**src/hdl/asi_pkg.sv**
```systemverilog
// constants, register map and carrier types for the audio serial interface config block
package asi_pkg;

   // register byte offsets on the bus
   localparam logic [7:0] ASI_CFG_OFS = 8'h0C;
   localparam logic [7:0] ASI_STAT_OFS = 8'h14;
   localparam logic [7:0] ASI_TXD_OFS = 8'h18;
   localparam logic [7:0] ASI_RXD_OFS = 8'h1C;

   // values after reset
   localparam logic [31:0] ASI_CFG_RST = 32'h8080_0000;
   localparam logic [31:0] ASI_ZERO32 = 32'h0000_0000;

   // access size encodings of the two fifo size fields
   localparam logic [1:0] ASI_ACC_8 = 2'h0;
   localparam logic [1:0] ASI_ACC_16 = 2'h1;

   // byte counts of the holding words
   localparam logic [2:0] ASI_BYTES_1 = 3'h1;
   localparam logic [2:0] ASI_BYTES_2 = 3'h2;
   localparam logic [2:0] ASI_BYTES_4 = 3'h4;

   // per-channel bit count limits
   localparam logic [5:0] ASI_I2S_MAX_LEN = 6'h20;
   localparam logic [5:0] ASI_AC97_MAX_LEN = 6'h14;
   localparam logic [5:0] ASI_ONE_BIT = 6'h01;

   // status register bit positions
   localparam int ASI_ST_TX_READY = 0;
   localparam int ASI_ST_RX_AVAIL = 1;
   localparam int ASI_ST_TX_UNDER = 2;
   localparam int ASI_ST_RX_OVER = 3;

   // configuration register layout, msb first
   typedef struct packed {
      logic [1:0] tx_fifo_size;
      logic [5:0] rx_len;
      logic [1:0] rx_fifo_size;
      logic [5:0] tx_len;
      logic rx_stereo;
      logic loop_back;
      logic common_sync;
      logic rx_bitclk_sep;
      logic fsx_pol;
      logic fsr_pol;
      logic clkx_pol;
      logic clkr_pol;
      logic fsx_src;
      logic fsr_src;
      logic clkx_src;
      logic clkr_src;
      logic ena_tx;
      logic ena_rx;
      logic tx_stereo;
      logic mode;
   } asi_cfg_s;

   // serial link pins coming in from the codec
   typedef struct packed {
      logic clkx;
      logic clkr;
      logic fsx;
      logic fsr;
      logic dr;
   } asi_link_in_s;

endpackage : asi_pkg
```
**src/hdl/asi_config_top.sv**
```systemverilog
// audio serial interface: config register, word holding, serializer and deserializer
`timescale 1ns/1ps

// Operation
// - transmit bus write width from bits 31-30: 8, 16, 32 or 64 bits.
// - receive bus read width from bits 23-22, same encoding, resets to 32-bit.
// - receiver deserializes bits 29-24 bits per channel, max 32 I2S, 20 AC97.
// - transmitter serializes bits 21-16 bits per channel, max 32 I2S, 20 AC97.
// - bit 15 set in I2S mode receives two channels per frame, else one.
// - bit 14 set loops transmit data back into the receive path.
// - bit 13 set makes receive use the transmit frame sync.
// - bit 12 clear shares transmit bit clock; set uses separate receive clock.
// - bit 11 inverts the transmit frame sync when set.
// - bit 10 inverts the receive frame sync when set.
// - transmit data changes on rising bit clock edge, falling if bit 9 set.
// - receive frame and data sampled on rising edge, falling if bit 8 set.
// - bit 0 clear selects I2S mode, set selects AC97 mode.
// - transmit data tri-stated until transmit enable; then words popped and serialized.
module asi_config_top (
   // clock and reset
   input wire logic hclk,
   input wire logic hresetn,
   // ahb-lite slave
   input wire logic hsel,
   input wire logic [31:0] haddr,
   input wire logic [1:0] htrans,
   input wire logic hwrite,
   input wire logic [2:0] hsize,
   input wire logic [31:0] hwdata,
   input wire logic hready,
   output logic [31:0] hrdata,
   output logic hreadyout,
   output logic hresp,
   // serial link
   input wire asi_pkg::asi_link_in_s link_i,
   output logic dx_o,
   output logic dx_oe
);

   // clamp a per-channel bit count to the limit of the active mode
   function automatic logic [5:0] clamp_len(input logic [5:0] f, input logic ac97);
      logic [5:0] lim;
      lim = ac97 ? asi_pkg::ASI_AC97_MAX_LEN : asi_pkg::ASI_I2S_MAX_LEN;
      return (f > lim) ? lim : f;
   endfunction : clamp_len

   // bytes moved per bus access for a size field; 64-bit is two word accesses
   function automatic logic [2:0] acc_bytes(input logic [1:0] sz);
      return (sz == asi_pkg::ASI_ACC_8) ? asi_pkg::ASI_BYTES_1 :
             (sz == asi_pkg::ASI_ACC_16) ? asi_pkg::ASI_BYTES_2 : asi_pkg::ASI_BYTES_4;
   endfunction : acc_bytes

   asi_pkg::asi_cfg_s cfg_q;
   logic wr_q;
   logic [7:0] addr_q;
   logic [31:0] hrdata_q;
   logic [4:0] sy1_q, sy2_q, prv_q;
   logic [31:0] tx_buf_q, tx_sh_q, rx_buf_q, rx_sh_q;
   logic [2:0] tx_cnt_q, rx_cnt_q;
   logic [5:0] tx_left_q, rx_cnt_bits_q;
   logic dx_q, txfs_q, rxfs_q;
   logic tx_under_q, rx_over_q;

   // ---------------- bus decode ----------------
   wire addr_ph = hsel & htrans[1] & hready;
   wire [7:0] a_now = haddr[7:0];
   wire rd_ph = addr_ph & ~hwrite;
   wire cfg_wr = wr_q & (addr_q == asi_pkg::ASI_CFG_OFS);
   wire stat_wr = wr_q & (addr_q == asi_pkg::ASI_STAT_OFS);
   wire tx_full = (tx_cnt_q == asi_pkg::ASI_BYTES_4);
   wire rx_avail = (rx_cnt_q != 3'h0);
   wire tx_wr = wr_q & (addr_q == asi_pkg::ASI_TXD_OFS) & ~tx_full;
   wire rx_pop = rd_ph & (a_now == asi_pkg::ASI_RXD_OFS) & rx_avail;
   wire [2:0] tx_bytes = acc_bytes(cfg_q.tx_fifo_size);
   wire [2:0] rx_bytes = acc_bytes(cfg_q.rx_fifo_size);

   // ---------------- link edges ----------------
   // sy1 feeds sy2 only; every edge detector looks at sy2 and its delayed copy
   wire clkx_rise = sy2_q[4] & ~prv_q[4];
   wire clkx_fall = ~sy2_q[4] & prv_q[4];
   wire rclk_now = cfg_q.rx_bitclk_sep ? sy2_q[3] : sy2_q[4];
   wire rclk_prv = cfg_q.rx_bitclk_sep ? prv_q[3] : prv_q[4];
   wire tx_edge = cfg_q.clkx_pol ? clkx_fall : clkx_rise;
   wire rx_edge = cfg_q.clkr_pol ? (~rclk_now & rclk_prv) : (rclk_now & ~rclk_prv);
   wire fsx_lvl = sy2_q[2] ^ cfg_q.fsx_pol;
   wire fsr_own = sy2_q[1] ^ cfg_q.fsr_pol;
   wire fsr_lvl = cfg_q.common_sync ? fsx_lvl : fsr_own;
   wire rx_bit = cfg_q.loop_back ? dx_q : sy2_q[0];

   // ---------------- mode dependent settings ----------------
   // stereo only means something in I2S; AC97 takes one slot per sync
   wire tx_two = cfg_q.tx_stereo & ~cfg_q.mode;
   wire rx_two = cfg_q.rx_stereo & ~cfg_q.mode;
   wire [5:0] tx_len = clamp_len(cfg_q.tx_len, cfg_q.mode);
   wire [5:0] rx_len = clamp_len(cfg_q.rx_len, cfg_q.mode);

   // ---------------- transmit sequencing ----------------
   // a channel opens on the sync's leading edge, and on its trailing edge in stereo
   wire tx_start = tx_edge & ((fsx_lvl & ~txfs_q) | (tx_two & ~fsx_lvl & txfs_q));
   wire tx_take = tx_start & cfg_q.ena_tx & tx_full;
   wire tx_miss = tx_start & cfg_q.ena_tx & ~tx_full;
   wire [31:0] tx_word = tx_take ? tx_buf_q : asi_pkg::ASI_ZERO32;
   wire [5:0] tx_len_m1 = tx_len - asi_pkg::ASI_ONE_BIT;
   wire [5:0] tx_left_m1 = tx_left_q - asi_pkg::ASI_ONE_BIT;
   wire tx_first = tx_word[tx_len_m1[4:0]];
   wire tx_next = tx_sh_q[tx_left_m1[4:0]];

   // ---------------- receive sequencing ----------------
   wire rx_start = rx_edge & ((fsr_lvl & ~rxfs_q) | (rx_two & ~fsr_lvl & rxfs_q));
   wire rx_going = (rx_cnt_bits_q != 6'h00) & (rx_cnt_bits_q < rx_len);
   wire rx_active = rx_start | (rx_edge & rx_going);
   wire [5:0] rx_cnt_next = rx_start ? asi_pkg::ASI_ONE_BIT
                                     : rx_cnt_bits_q + asi_pkg::ASI_ONE_BIT;
   wire [31:0] rx_sh_next = rx_start ? {31'h0000_0000, rx_bit} : {rx_sh_q[30:0], rx_bit};
   wire rx_push = rx_active & (rx_cnt_next == rx_len) & cfg_q.ena_rx;
   wire rx_accept = rx_push & ~rx_avail;
   wire rx_drop = rx_push & rx_avail;

   // ---------------- holding word updates ----------------
   // writes enter at the high end and shift down so the first byte written ends in bits 7:0
   wire [31:0] tx_buf_d = (tx_bytes == asi_pkg::ASI_BYTES_1) ? {hwdata[7:0], tx_buf_q[31:8]} :
                          (tx_bytes == asi_pkg::ASI_BYTES_2) ? {hwdata[15:0], tx_buf_q[31:16]} :
                          hwdata;
   wire [3:0] tx_sum = {1'b0, tx_cnt_q} + {1'b0, tx_bytes};
   // mixed widths without a flush would overflow; the count saturates at a full word
   wire [2:0] tx_cnt_d = (tx_sum > {1'b0, asi_pkg::ASI_BYTES_4}) ? asi_pkg::ASI_BYTES_4
                                                                 : tx_sum[2:0];
   wire [31:0] rx_rd_val = (rx_bytes == asi_pkg::ASI_BYTES_1) ? {24'h00_0000, rx_buf_q[7:0]} :
                           (rx_bytes == asi_pkg::ASI_BYTES_2) ? {16'h0000, rx_buf_q[15:0]} :
                           rx_buf_q;
   wire [31:0] rx_buf_pop = (rx_bytes == asi_pkg::ASI_BYTES_1) ? {8'h00, rx_buf_q[31:8]} :
                            (rx_bytes == asi_pkg::ASI_BYTES_2) ? {16'h0000, rx_buf_q[31:16]} :
                            asi_pkg::ASI_ZERO32;
   wire [2:0] rx_cnt_pop = (rx_cnt_q > rx_bytes) ? (rx_cnt_q - rx_bytes) : 3'h0;

   // ---------------- read data ----------------
   wire [31:0] stat_val = {28'h000_0000, rx_over_q, tx_under_q, rx_avail, ~tx_full};
   wire [31:0] rd_val = (a_now == asi_pkg::ASI_CFG_OFS) ? cfg_q :
                        (a_now == asi_pkg::ASI_STAT_OFS) ? stat_val :
                        (a_now == asi_pkg::ASI_RXD_OFS && rx_avail) ? rx_rd_val :
                        asi_pkg::ASI_ZERO32;

   // zero wait states, always OKAY
   assign hreadyout = 1'b1;
   assign hresp = 1'b0;
   assign hrdata = hrdata_q;
   assign dx_o = dx_q;
   assign dx_oe = cfg_q.ena_tx;

   // bus address phase capture and registered read data
   always_ff @(posedge hclk or negedge hresetn) begin
      if (!hresetn) begin
         wr_q <= 1'b0;
         addr_q <= 8'h00;
         hrdata_q <= asi_pkg::ASI_ZERO32;
      end else begin
         wr_q <= addr_ph & hwrite;
         addr_q <= a_now;
         if (rd_ph) begin
            hrdata_q <= rd_val;
         end
      end
   end

   // configuration register; hsize is ignored since only word accesses arrive
   always_ff @(posedge hclk or negedge hresetn) begin
      if (!hresetn) begin
         cfg_q <= asi_pkg::ASI_CFG_RST;
      end else if (cfg_wr) begin
         cfg_q <= hwdata;
      end
   end

   // sticky error flags: a new event wins over a clear in the same cycle
   always_ff @(posedge hclk or negedge hresetn) begin
      if (!hresetn) begin
         tx_under_q <= 1'b0;
         rx_over_q <= 1'b0;
      end else begin
         tx_under_q <= tx_miss | (tx_under_q & ~(stat_wr & hwdata[asi_pkg::ASI_ST_TX_UNDER]));
         rx_over_q <= rx_drop | (rx_over_q & ~(stat_wr & hwdata[asi_pkg::ASI_ST_RX_OVER]));
      end
   end

   // link pin synchronisers plus one delayed copy for edge finding
   always_ff @(posedge hclk or negedge hresetn) begin
      if (!hresetn) begin
         sy1_q <= 5'h00;
         sy2_q <= 5'h00;
         prv_q <= 5'h00;
      end else begin
         sy1_q <= link_i;
         sy2_q <= sy1_q;
         prv_q <= sy2_q;
      end
   end

   // transmit holding word: filled by the bus, emptied at a channel start
   always_ff @(posedge hclk or negedge hresetn) begin
      if (!hresetn) begin
         tx_buf_q <= asi_pkg::ASI_ZERO32;
         tx_cnt_q <= 3'h0;
      end else if (tx_wr) begin
         tx_buf_q <= tx_buf_d;
         tx_cnt_q <= tx_cnt_d;
      end else if (tx_take) begin
         tx_cnt_q <= 3'h0;
      end
   end

   // serializer: msb of the channel first, one bit per selected edge
   always_ff @(posedge hclk or negedge hresetn) begin
      if (!hresetn) begin
         txfs_q <= 1'b0;
         tx_sh_q <= asi_pkg::ASI_ZERO32;
         tx_left_q <= 6'h00;
         dx_q <= 1'b0;
      end else if (tx_edge) begin
         txfs_q <= fsx_lvl;
         if (tx_start && tx_len != 6'h00) begin
            tx_sh_q <= tx_word;
            tx_left_q <= tx_len_m1;
            dx_q <= tx_first & cfg_q.ena_tx;
         end else if (tx_left_q != 6'h00) begin
            tx_left_q <= tx_left_m1;
            dx_q <= tx_next & cfg_q.ena_tx;
         end else begin
            dx_q <= 1'b0;
         end
      end
   end

   // deserializer: shifts in at the selected edge until the channel length is met
   always_ff @(posedge hclk or negedge hresetn) begin
      if (!hresetn) begin
         rxfs_q <= 1'b0;
         rx_sh_q <= asi_pkg::ASI_ZERO32;
         rx_cnt_bits_q <= 6'h00;
      end else if (rx_edge) begin
         rxfs_q <= fsr_lvl;
         if (rx_active) begin
            rx_sh_q <= rx_sh_next;
            rx_cnt_bits_q <= rx_cnt_next;
         end
      end
   end

   // receive holding word: a finished channel loads it, bus reads drain it
   // a push is refused while bytes remain, so no same-cycle push and pop
   always_ff @(posedge hclk or negedge hresetn) begin
      if (!hresetn) begin
         rx_buf_q <= asi_pkg::ASI_ZERO32;
         rx_cnt_q <= 3'h0;
      end else if (rx_accept) begin
         rx_buf_q <= rx_sh_next;
         rx_cnt_q <= asi_pkg::ASI_BYTES_4;
      end else if (rx_pop) begin
         rx_buf_q <= rx_buf_pop;
         rx_cnt_q <= rx_cnt_pop;
      end
   end

   // hsize carries no information here
   wire unused_ok = &{1'b0, hsize};

endmodule : asi_config_top

```
**config.mk**
```make
export PLATFORM = sky130hd
export DESIGN_NAME = asi_config_top
export DESIGN_NICKNAME = d
export VERILOG_FILES = /design/src/hdl/asi_pkg.sv /design/src/hdl/asi_config_top.sv
export SDC_FILE = /design/constraint.sdc
export NUM_CORES = 1
export LEC_CHECK = 0
export BUFFER_PORTS_ARGS = -buffer_cell sky130_fd_sc_hd__buf_2
export CORE_ASPECT_RATIO = 0.75
export CORE_MARGIN = 5
export CORE_UTILIZATION = 60
export DETAILED_ROUTE_END_ITERATION = 8
export MAX_ROUTING_LAYER = met4
export PLACE_DENSITY = 0.81
export SETUP_SLACK_MARGIN = 0.3
export SYNTH_ARGS = -nofsm -noshare
export SYNTH_HDL_FRONTEND = slang
export SYNTH_SLANG_ARGS = --single-unit
```
**constraint.sdc**
```tcl
create_clock -name hclk -period 4.5 [get_ports hclk]
set_input_delay 0 -clock hclk [delete_from_list [all_inputs] [get_ports hclk]]
set_output_delay 0 -clock hclk [all_outputs]
set_load 0.01 [all_outputs]
```
# Yosys cells after proc, flatten, opt, wreduce, memory -nomap -nowiden
# Cells that the tools add are included.
dict set report classes {
  add_sub_neg 5
  mul 0
  div_mod_pow 0
  n_lt_le_gt_ge 7
  eq_ne 14
  n_shift 0
  n_mux 41
  bitwise_logic 60
  n_reduce_logical 14
}
# operator n
set op_table {}
lappend op_table {{$mux W32} 11}
lappend op_table {{$and A1 B1 Y1} 39}
lappend op_table {{$mux W6} 6}
lappend op_table {{$eq A8 B5 Y1 const B} 4}
lappend op_table {{$mux W3} 10}
lappend op_table {{$mux W24} 1}
lappend op_table {{$reduce_bool A6 Y1} 3}
lappend op_table {{$eq A8 B4 Y1 const B} 2}
lappend op_table {{$mux W16} 1}
lappend op_table {{$not A1 Y1} 14}
lappend op_table {{$gt A6 B6 Y1} 2}
lappend op_table {{$lt A5 B6 Y1 const B} 2}
lappend op_table {{$sub A6 B1 Y6 const B} 2}
lappend op_table {{$bmux W1 S5} 2}
lappend op_table {{$mux W1} 10}
lappend op_table {{$add A6 B1 Y6 const B} 1}
lappend op_table {{$eq A3 B1 Y1 const B} 2}
lappend op_table {{$eq A3 B2 Y1 const B} 2}
lappend op_table {{$eq A6 B6 Y1} 1}
lappend op_table {{$lt A6 B6 Y1} 1}
lappend op_table {{$reduce_and A2 Y1} 3}
lappend op_table {{$reduce_bool A2 Y1} 3}
lappend op_table {{$or A1 B1 Y1} 5}
lappend op_table {{$add A3 B3 Y4} 1}
lappend op_table {{9 further kinds} 13}
dict set report totals {
  regBits 238
  latch_bits 0
  ram_bits 0
  mem_bits_ro 0
  input_bits 79
  output_inout_bits 36
  wordCells 180
  memories 0
}

# Depth between registers and ports, before layout
# Gate-level depths: netlist of the first run.
dict set report logic_depth {
  word_depth 13
  depth_mapped 20
  depth_no_buf 16
}

# Least setup slack after synthesis of the first run
# OpenSTA, ideal clock, no wires.
dict set report synth_timing {
  path_type {reg2reg}
  startpoint {register cfg_q[0] (netlist bit)}
  endpoint {register dx_q (netlist: dx_o)}
  t_arrival_ns 3.946
  required_time_ns 4.372
  path_slack_ns 0.426
  path_stages_with_launch 15
  path_buffers 3
  synth_period_minus_slack_ns 4.074
  cell_sequence {dfrtp_1 -> clkbuf_2 -> clkinv_1 -> ha_1 -> nand2_1 -> o21a_1 -> clkbuf_1 -> nand2_1 -> ha_1 -> buf_1 -> mux4_2 -> mux2_2 -> a2111oi_0 -> a211o_1 -> a22oi_1}
}
dict set report synth_between {
  elab_chain_cells 13
  elab_cells_between_ends 19
  cone_classes {1 x add/sub; 1 x order compare; 6 x mux; 9 x bitwise; 2 x reduce/logical}
}
# element line
set synth_rtl {}
lappend synth_rtl {{start: declaration} asi_config_top.sv:53} ;# asi_pkg::asi_cfg_s cfg_q;
lappend synth_rtl {{start signal: assignment} asi_config_top.sv:168} ;# cfg_q <= asi_pkg::ASI_CFG_RST;
lappend synth_rtl {{start signal: assignment} asi_config_top.sv:170} ;# cfg_q <= hwdata;
lappend synth_rtl {{branches (longest 12 deep; another with $gt A6 B6 Y1)} n/a}
lappend synth_rtl {{$mux W1 (*)} asi_config_top.sv:220} ;# if (tx_start && tx_len != 6'h00) begin
lappend synth_rtl {{end signal: assignment} asi_config_top.sv:223} ;# dx_q <= tx_first & cfg_q.ena_tx;
lappend synth_rtl {{end signal: assignment} asi_config_top.sv:226} ;# dx_q <= tx_next & cfg_q.ena_tx;
lappend synth_rtl {{end: declaration} asi_config_top.sv:61} ;# logic dx_q, txfs_q, rxfs_q;
# Every way passes the cells marked *. The select of a mux whose other input is x is not followed.
# A chain may end at the register's enable or synchronous reset.

# Worst setup path after layout of the first run
dict set report layout_timing {
  startpoint {register cfg_q[0] (netlist bit)}
  endpoint {register rx_buf_q[2]}
}
dict set report layout_between {
  elab_chain_cells 12
  elab_cells_between_ends 21
  cone_classes {2 x order compare; 1 x eq/ne; 5 x mux; 12 x bitwise; 1 x reduce/logical}
}
# element line
set layout_rtl {}
lappend layout_rtl {{branches (longest 12 deep; another with $gt A6 B6 Y1)} n/a}
lappend layout_rtl {{end signal: assignment} asi_config_top.sv:252} ;# rx_buf_q <= asi_pkg::ASI_ZERO32;
lappend layout_rtl {{end signal: assignment} asi_config_top.sv:255} ;# rx_buf_q <= rx_sh_next;
lappend layout_rtl {{end signal: assignment} asi_config_top.sv:258} ;# rx_buf_q <= rx_buf_pop;
lappend layout_rtl {{end: declaration} asi_config_top.sv:58} ;# logic [31:0] tx_buf_q, tx_sh_q, rx_buf_q, rx_sh_q;
# Parallel ways; which one is timed is not known.

==> results.sh, run 1 <==
export IMPL_synthTopCellsByArea="dfrtp_1 48%, mux2i_1 9.1%, nand2_1 5.8%"
export IMPL_area_growth_pct=15.47
export IMPL_vias=10180
export IMPL_grt_start_max_net_pins=145
export IMPL_start_util=0.6065
export IMPL_insertion_delay_ns=0.52
export IMPL_numCtsBuffers=24
export IMPL_fin_nets=1420
export IMPL_ant_nets=0
export IMPL_p_leak_uw=0.006534
export IMPL_finalSetupViolations=0
export IMPL_async_flop_share=1.000
export IMPL_path_max_fanout=24
export IMPL_synthMostInstantiatedCell="dfrtp_1"
export IMPL_grtUsageMet1=0.4190
export IMPL_irDropWorstVdd_mv=0.2601
export IMPL_placed_area_mm2=0.01280
export IMPL_drive_gt1_frac=0.1663
export IMPL_pin_count=115
export IMPL_r2r_end="rx_buf_q[2]$_DFFE_PN0P_"
export IMPL_min_path_cells=2
export IMPL_min_period_ns=3.908
export IMPL_postLayoutCellArea_mm2=0.01408
export IMPL_hold_viol_final=0
export IMPL_ys_types=63
export IMPL_ys_seq_area_frac=0.4826
export IMPL_critPathArrivalTime_ns=4.34
export IMPL_path_class="flop to flop"
export IMPL_initialDrtViolationCount=1395
export IMPL_tns_ns=0
export IMPL_synth_ff_type="dfrtp_1"
export IMPL_viasPerCell=6.389
export IMPL_skew_ns=0.01168
export IMPL_die_w_um=174.6
export IMPL_r2r_start="cfg_q[0]$_DFFE_PN0P_"
export IMPL_max_cap_violations=0
export IMPL_clockBufferDepth=3
export IMPL_syn_nets=1324
export IMPL_netlist_area_mm2=0.01219
export IMPL_remaining_drc_errors=0
export IMPL_fp_row_count=45
export IMPL_gp_congestion=0.9268
export IMPL_synthTopCellsByCount="233 x dfrtp_1, 188 x nand2_1, 124 x nor2_1"
export IMPL_synth_edf_count=0
export IMPL_slew_headroom=0.2013
export IMPL_htree_levels=1
export IMPL_fin_crit_sh=0.8685
export IMPL_dpl_worst_slack_ns=0.6611
export IMPL_status="finished clean"
export IMPL_root_buffer="clkbuf_16"
export IMPL_setup_ws_ns=0.5919
export IMPL_cts_setup_buffers=0
export IMPL_critPathLaunchType="flop"
export IMPL_netlist_instances=1221
export IMPL_worstMarginPinSlew_ns=1.198
export IMPL_port_buffers=84
export IMPL_grt_usage=0.2968
export IMPL_synth_area_per_cell_um2=9.985
export IMPL_wl_um=33900
export IMPL_die_height_um=133.5
export IMPL_grt_use_met2=0.4256
export IMPL_synth_seq_cells=235
export IMPL_grt_pass1_vias=9841
export IMPL_hold_path_class="primary input to flop"
export IMPL_hold_end="sy1_q[0]$_DFF_PN0_"
export IMPL_min_from="link_i[0]"
export IMPL_synth_top_area_share=0.4782
export IMPL_cts_tree="yes"
export IMPL_required_ns=4.93
export IMPL_antenna_found_initial=1
export IMPL_dr_pass1_iters=5
export IMPL_hpwl_um=22490
export IMPL_timing_final_max_slew_violations=0
export IMPL_wl_per_cell_um=21.27
export IMPL_synth_top_area_cell="dfrtp_1"
export IMPL_dieArea_mm2=0.02330
export IMPL_r2r_slack_ns=0.59
export IMPL_grt_use_met3=0.07291
export IMPL_overflow=0
export IMPL_grt_setup_unrepaired="false"
export IMPL_synth_warnings=0
export IMPL_coreArea_mm2=0.02010
export IMPL_path_clk_slew_ns=0.06
export IMPL_power_density_mw_per_mm2=384.5
export IMPL_worstSetupEndpointType="flop"
export IMPL_cts_sinks=235
export IMPL_fmax_ghz=0.2559
export IMPL_r2r_cells=17
export IMPL_top_usage_layer="met2"
export IMPL_grt_pass1_wl_um=53920
==> cell families (layout without fill, tap and decap cells) <==
logic type      Yosys count  after routing  share of synthesized area
simple gates            451            451                     0.1637
flops                   235            235                     0.4826
compound gates          217            217                     0.1180
mux                     160            160                     0.1539
buf+inv                 106            220                    0.03664
xor+xnor                 26             26                    0.01868
fa+ha+maj                24             24                    0.02586
other cells               2              3                  0.0006160
==> timing repair <==
action,4_1_cts,5_1_grt
resized for setup,0,2
hold buffers,48,0
hold endpoints to repair,222,0
endpoints found under the setup margin,0,20
==> routing by layer <==
metal	wire, um	share of wire	up-vias
met4	1234	0.036	0
met2	14870	0.44	584
met5	0	0	-
met3	3398	0.10	95
li1	-	-	4519
met1	14400	0.42	4986
==> placed cells by master, fill, tap and decap left out, types with 5 or more instances in the layout <==
cell and n:
ha_1 21, buf_4 23, nand2_1 188, nor2b_1 12, clkinv_2 6, clkbuf_1 6, a31o_2 8, clkbuf_16 25
dlygate4sd3_1 48, nor2_1 122, a21oi_1 65, dfrtp_1 232, and3_1 25, xnor2_1 13, mux4_2 19, xor2_1 13
inv_1 19, nand2b_1 5, a221oi_1 18, nor3_1 28, mux2i_1 111, and2_1 5, nand3_1 42, a32oi_1 9
a221o_1 13, mux2_2 30, buf_2 83, a31oi_1 5, o21ai_0 58
==> critical path, stage by stage, from the launching register on <==
cell      delay [ns]
dfrtp_1         0.48
clkinv_1        0.14
ha_1            0.33
nand2_1         0.08
or4_4           0.44
nand2_1         0.19
nor2_1          0.08
a21oi_1         0.15
ha_1            0.26
a21o_1          0.16
a21oi_1         0.13
o21ai_0         0.13
nor3_2          0.17
a22oi_1         0.09
nor2b_1         0.25
and3_1          0.27
buf_12          0.23
mux2i_1         0.23
==> report_power, final <==
| group | total (uW) | internal (uW) | switching (uW) |
|---|---|---|---|
| Clock | 2030 | 1180 | 843 |
| Sequential | 2430 | 2270 | 158 |
| Combinational | 959 | 415 | 544 |
| Total | 5410 | 3870 | 1550 |
==> metrics by stage <==
step / total power [uW] / util / instances / hold slack, ns
global placement: 3327 / 0.6367 / 1501 / 0.1074
floorplan: 3055 / - / 1221 / -0.2956
detailed placement: 3368 / 0.6367 / 1501 / 0.1093
CTS: 5397 / 0.7001 / 1593 / 0.1109
finish: 5413 / 0.7003 / 1594 / 0.1193
global route: 5626 / 0.7003 / 1594 / 0.1207
==> worst max-delay path by stage <==
stage,start,to,slack (ns),depth (start not counted)
floorplan,cfg_q[0]$_DFFE_PN0P_,dx_o$_DFFE_PN0P_,0.43,14
global placement,cfg_q[0]$_DFFE_PN0P_,dx_o$_DFFE_PN0P_,0.73,11
detailed placement,cfg_q[0]$_DFFE_PN0P_,dx_o$_DFFE_PN0P_,0.66,11
CTS,cfg_q[0]$_DFFE_PN0P_,rx_buf_q[2]$_DFFE_PN0P_,0.63,17
global route,cfg_q[0]$_DFFE_PN0P_,rx_buf_q[2]$_DFFE_PN0P_,0.33,17
finish,cfg_q[0]$_DFFE_PN0P_,rx_buf_q[2]$_DFFE_PN0P_,0.59,17
==> state kept, by name, summed over array words and instances, names as in the netlist, 8 cells and up <==
| signal | count |
|---|---|
| tx_sh_q | 32 |
| addr_q | 8 |
| tx_buf_q | 32 |
| hrdata | 32 |
| rx_sh_q | 31 |
| rx_buf_q | 32 |
| cfg_q | 31 |
==> cell type report <==
cell class	count	area, um^2
Fill cell	1445	6023
Multi-Input combinational cell	880	5894
Sequential cell	235	5884
Timing Repair Buffer	156	1104
Clock buffer	34	689.4
Tap cell	258	322.8
Clock inverter	10	105.1
Inverter	20	75.07
Antenna cell	1	2.502
No activity file was read; power rests on OpenSTA's default activity.
==> run 2: changes to the inputs <==
- PLACE_DENSITY: 0.81 -> 0.82
==> results.sh, run 2 (synthesized netlist as in run 1, its figures left out) <==
export IMPL_status="finished clean"
export IMPL_required_ns=4.89
export IMPL_cts_sinks=235
export IMPL_power_uw=5286
export IMPL_hpwl_um=22660
export IMPL_grt_start_max_net_pins=100
export IMPL_setup_ws_ns=0.5479
export IMPL_wl_per_cell_um=21.14
export IMPL_power_density_mw_per_mm2=376.9
export IMPL_coreArea_mm2=0.02010
export IMPL_min_period_ns=3.952
export IMPL_final_cell_mix="231 x dfrtp_1, 188 x nand2_1, 122 x nor2_1"
export IMPL_critPathLaunchType="flop"
export IMPL_worstSetupEndpointType="flop"
export IMPL_root_buffer="clkbuf_16"
export IMPL_post_route_util=0.6976
export IMPL_max_cap_violations=0
export IMPL_final_common_cell="dfrtp_1"
export IMPL_fin_nets=1421
export IMPL_irDropWorstVdd_mv=0.2858
export IMPL_skew_ns=0.009413
export IMPL_pin_count=115
export IMPL_grt_usage=0.2975
export IMPL_dpl_worst_slack_ns=0.5037
export IMPL_worstMarginPinSlew_ns=1.219
export IMPL_drive_gt1_frac=0.1643
export IMPL_viasPerCell=6.293
export IMPL_slew_headroom=0.1872
export IMPL_antenna_found_initial=2
export IMPL_finalSetupViolations=0
export IMPL_area_growth_pct=15.01
export IMPL_insertion_delay_ns=0.51
export IMPL_gp_congestion=0.9609
export IMPL_grt_pass1_vias=9974
export IMPL_tns_ns=0
export IMPL_timing_final_max_slew_violations=0
export IMPL_hold_path_class="primary input to asynchronous set/reset pin"
export IMPL_fp_row_count=45
export IMPL_p_leak_uw=0.006515
export IMPL_cts_tree="yes"
export IMPL_htree_levels=1
export IMPL_ant_nets=0
export IMPL_die_w_um=174.6
export IMPL_path_clk_slew_ns=0.06
export IMPL_port_buffers=84
export IMPL_grt_setup_unrepaired="false"
export IMPL_path_class="flop to flop"
export IMPL_vias=10020
export IMPL_die_height_um=133.5
export IMPL_r2r_cells=12
export IMPL_fin_crit_sh=0.8782
export IMPL_start_util=0.6065
export IMPL_critPathArrivalTime_ns=4.34
export IMPL_fmax_ghz=0.2530
export IMPL_clockBufferDepth=3
export IMPL_overflow=0
export IMPL_wl_um=33670
export IMPL_path_max_fanout=10
export IMPL_dr_pass1_iters=8
export IMPL_dieArea_mm2=0.02330
export IMPL_hold_viol_final=0
export IMPL_numCtsBuffers=23
export IMPL_fill_cells=1423
export IMPL_grt_pass1_wl_um=54230
export IMPL_initialDrtViolationCount=1387
export IMPL_remaining_drc_errors=0
-- run 2: final timing paths --
check / from / endpoint / slack [ns]
max in group asynchronous: hresetn / hrdata[18]$_DFFE_PN0P_ / 3.25
min in group hclk: link_i[3] / sy1_q[3]$_DFF_PN0_ / 0.13
worst max-delay path: cfg_q[0]$_DFFE_PN0P_ / dx_o$_DFFE_PN0P_ / 0.55
worst min register to register: sy1_q[0]$_DFF_PN0_ / sy2_q[0]$_DFF_PN0_ / 0.34
worst max register to register: cfg_q[0]$_DFFE_PN0P_ / dx_o$_DFFE_PN0P_ / 0.55
worst min-delay path: hresetn / tx_buf_q[16]$_DFFE_PN0P_ / 0.13
-- run 2: metal layers --
| metal | global-route usage | wire length (um) | up-vias |
|---|---|---|---|
| li1 | - | - | 4511 |
| met1 | 0.4170 | 14320 | 4859 |
| met2 | 0.4375 | 14700 | 550 |
| met3 | 0.07518 | 3541 | 104 |
| met4 | 0.08024 | 1111 | 0 |
| met5 | - | 0 | - |
-- run 2: worst max-delay path: stages, from the launching register on --
cell	delay (ns)
dfrtp_2	0.46
buf_4	0.20
ha_1	0.34
a21oi_1	0.22
o21a_1	0.35
nand2_1	0.13
buf_4	0.22
ha_1	0.40
mux4_2	0.53
mux2_2	0.27
a2111oi_0	0.47
a211o_1	0.18
a22oi_1	0.06
-- run 2: timing repair --
| item | in CTS | in global routing |
|---|---|---|
| hold endpoints to repair | 177 | 0 |
| hold buffers | 48 | 0 |
| gates resized for setup | 0 | 5 |
| endpoints found under the setup margin | 0 | 27 |
| setup buffers | 0 | 0 |
-- run 2: power breakdown --
group | switching, uW | internal [uW] | leakage, uW
Clock | 798 | 1100 | 0.000361
Combinational | 545 | 416 | 0.00319
Sequential | 154 | 2270 | 0.00296
-- run 2: final cells by class --
| class | count | area [um^2] | share of cell area |
|---|---|---|---|
| Antenna cell | 2 | 5.005 | 0.0003569 |
| Clock buffer | 33 | 643.1 | 0.04586 |
| Clock inverter | 7 | 85.08 | 0.006068 |
| Inverter | 20 | 75.07 | 0.005354 |
| Multi-Input combinational cell | 880 | 5892 | 0.4202 |
| Sequential cell | 235 | 5886 | 0.4197 |
| Tap cell | 258 | 322.8 | 0.02302 |
| Timing Repair Buffer | 158 | 1114 | 0.07941 |
-- run 2: through the flow --
stage,cells,area [um^2],hold slack [ns]
after floorplan,1221,12190,-0.2956
after global placement,1503,12800,0.08301
after detailed placement,1503,12800,0.08204
after global routing,1593,14020,0.1354
after CTS,1591,14010,0.1174
final,1593,14020,0.1300
==> run 3: changes to the inputs <==
- CORE_UTILIZATION: 60 -> 25
- PLACE_DENSITY: 0.82 -> 0.41
==> results.sh, run 3 (synthesized netlist as in run 1, its figures left out) <==
export IMPL_switchingPower_uw=1623
export IMPL_intPower_uw=3982
export IMPL_start_util=0.2513
export IMPL_diodes=0
export IMPL_critPathMaxStageDelay_ns=0.48
export IMPL_area_growth_pct=20.20
export IMPL_fp_row_count=70
export IMPL_p_leak_uw=0.006580
export IMPL_final_common_cell="dfrtp_1"
export IMPL_seqPwrFrac=0.433
export IMPL_coreArea_mm2=0.04852
export IMPL_grt_pass1_wl_um=61240
export IMPL_grt_start_max_net_pins=107
export IMPL_clockBufferDepth=3
export IMPL_irDropWorstVdd_mv=0.1919
export IMPL_path_class="flop to flop"
export IMPL_ant_nets=0
export IMPL_finalSetupViolations=0
export IMPL_remaining_drc_errors=0
export IMPL_skew_ns=0.01749
export IMPL_r2r_slack_ns=0.67
export IMPL_fmax_ghz=0.2610
export IMPL_critPathLaunchType="flop"
export IMPL_grt_pass1_vias=9449
export IMPL_hold_path_class="primary input to flop"
export IMPL_grt_setup_unrepaired="false"
export IMPL_grt_usage=0.1512
export IMPL_die_w_um=265.0
export IMPL_overflow=0
export IMPL_status="finished clean"
export IMPL_timing_final_max_slew_violations=0
export IMPL_finalNonFillerCells=1987
export IMPL_antenna_found_initial=0
export IMPL_initialDrtViolationCount=603
export IMPL_dieArea_mm2=0.05333
export IMPL_vias=9479
export IMPL_required_ns=4.97
export IMPL_root_buffer="clkbuf_16"
export IMPL_critPathArrivalTime_ns=4.30
export IMPL_fin_nets=1425
export IMPL_path_clk_slew_ns=0.06
export IMPL_r2r_cells=17
export IMPL_port_buffers=84
export IMPL_wl_um=39790
export IMPL_worstMarginPinSlew_ns=1.087
export IMPL_pin_count=115
export IMPL_final_cell_mix="231 x dfrtp_1, 188 x nand2_1, 122 x nor2_1"
export IMPL_comb_power_share=0.174
export IMPL_min_path_cells=2
export IMPL_hpwl_um=28050
export IMPL_fill_cells=5119
export IMPL_viasPerCell=4.771
export IMPL_pwr_share_clk=0.394
export IMPL_path_cells="clkinv_1, ha_1, nand2_1, or4_4, nand2_1, nor2_1, a21oi_1, ha_1, a21o_1, a21oi_1, o21ai_0, nor3_2, a22oi_1, nor2b_2, and3_1, buf_12, mux2i_1"
export IMPL_hold_viol_final=0
export IMPL_cts_sinks=235
export IMPL_gp_congestion=0.8177
export IMPL_slowest_stage="dfrtp_2"
export IMPL_min_from="link_i[1]"
export IMPL_dr_pass1_iters=5
export IMPL_r2r_start="cfg_q[0]$_DFFE_PN0P_"
export IMPL_path_max_fanout=25
export IMPL_insertion_delay_ns=0.56
export IMPL_worstSetupEndpointType="flop"
export IMPL_r2r_end="rx_buf_q[6]$_DFFE_PN0P_"
export IMPL_cts_tree="yes"
export IMPL_wl_per_cell_um=20.03
export IMPL_numCtsBuffers=27
export IMPL_min_period_ns=3.832
export IMPL_fin_crit_sh=0.8516
export IMPL_tns_ns=0
export IMPL_holdWs_ns=0.08120
export IMPL_die_height_um=201.2
export IMPL_htree_levels=1
export IMPL_switching_share=0.2895
export IMPL_drive_gt1_frac=0.1673
export IMPL_slew_headroom=0.2753
export IMPL_max_cap_violations=0
export IMPL_dpl_cell_count=1893
export IMPL_power_density_mw_per_mm2=382.4
export IMPL_hold_end="sy1_q[1]$_DFF_PN0_"
run 3: final cells by class:
class / count / area, um^2 / area share
Multi-Input combinational cell: 880 / 5894 / 0.4022
Sequential cell: 235 / 5886 / 0.4016
Timing Repair Buffer: 158 / 1131 / 0.07719
Tap cell: 648 / 810.8 / 0.05533
Clock buffer: 41 / 778.2 / 0.05311
Clock inverter: 5 / 78.83 / 0.005379
Inverter: 20 / 75.07 / 0.005123
run 3: power by group through the flow:
| stage | clock, uW | sequential [uW] | combinational [uW] |
|---|---|---|---|
| after floorplan | 0 | 2410 | 641 |
| after global placement | 0 | 2460 | 945 |
| after detailed placement | 0 | 2460 | 955 |
| after CTS | 2290 | 2420 | 985 |
| after global routing | 2360 | 2450 | 1090 |
| final | 2210 | 2420 | 974 |
run 3: stage by stage:
stage               cell area, um^2  total power, uW  utilization  setup WS [ns]
detailed placement            13310             3415       0.2744         0.4496
CTS                           14650             5693       0.3019         0.4191
global route                  14650             5901       0.3020         0.3200
global placement              13310             3403       0.2744         0.4783
finish                        14650             5604       0.3020         0.6679
floorplan                     12190             3055            -         0.4261
run 3: worst max-delay path, delay by kind of cell, from the launching register on:
kind	cells	cell delay [ns]
simple gates	7	1.34
buf+inv	2	0.41
mux	1	0.22
fa+ha+maj	2	0.61
flops	1	0.48
compound gates	5	0.67
run 3: per-layer routing:
metal  global-route usage  share of wire
met1               0.2341           0.52
met2               0.2053           0.41
met3              0.03068          0.051
met4              0.02457          0.018
met5                    -              0
run 3: worst max path at each step:
stage / cells after the start / end / start
final: 17 / rx_buf_q[6]$_DFFE_PN0P_ / cfg_q[0]$_DFFE_PN0P_
after global routing: 17 / rx_buf_q[2]$_DFFE_PN0P_ / cfg_q[0]$_DFFE_PN0P_
after CTS: 17 / rx_buf_q[26]$_DFFE_PN0P_ / cfg_q[0]$_DFFE_PN0P_
after detailed placement: 17 / rx_buf_q[6]$_DFFE_PN0P_ / cfg_q[0]$_DFFE_PN0P_
after global placement: 16 / rx_cnt_bits_q[3]$_DFFE_PN0P_ / cfg_q[0]$_DFFE_PN0P_
after floorplan: 14 / dx_o$_DFFE_PN0P_ / cfg_q[0]$_DFFE_PN0P_
run 3: timing repair:
| item | in CTS | in global routing |
|---|---|---|
| hold buffers | 48 | 0 |
| gates resized for setup | 0 | 3 |
| endpoints found under the setup margin | 0 | 70 |
| buffers inserted | 0 | 0 |
| hold endpoints to repair | 185 | 0 |
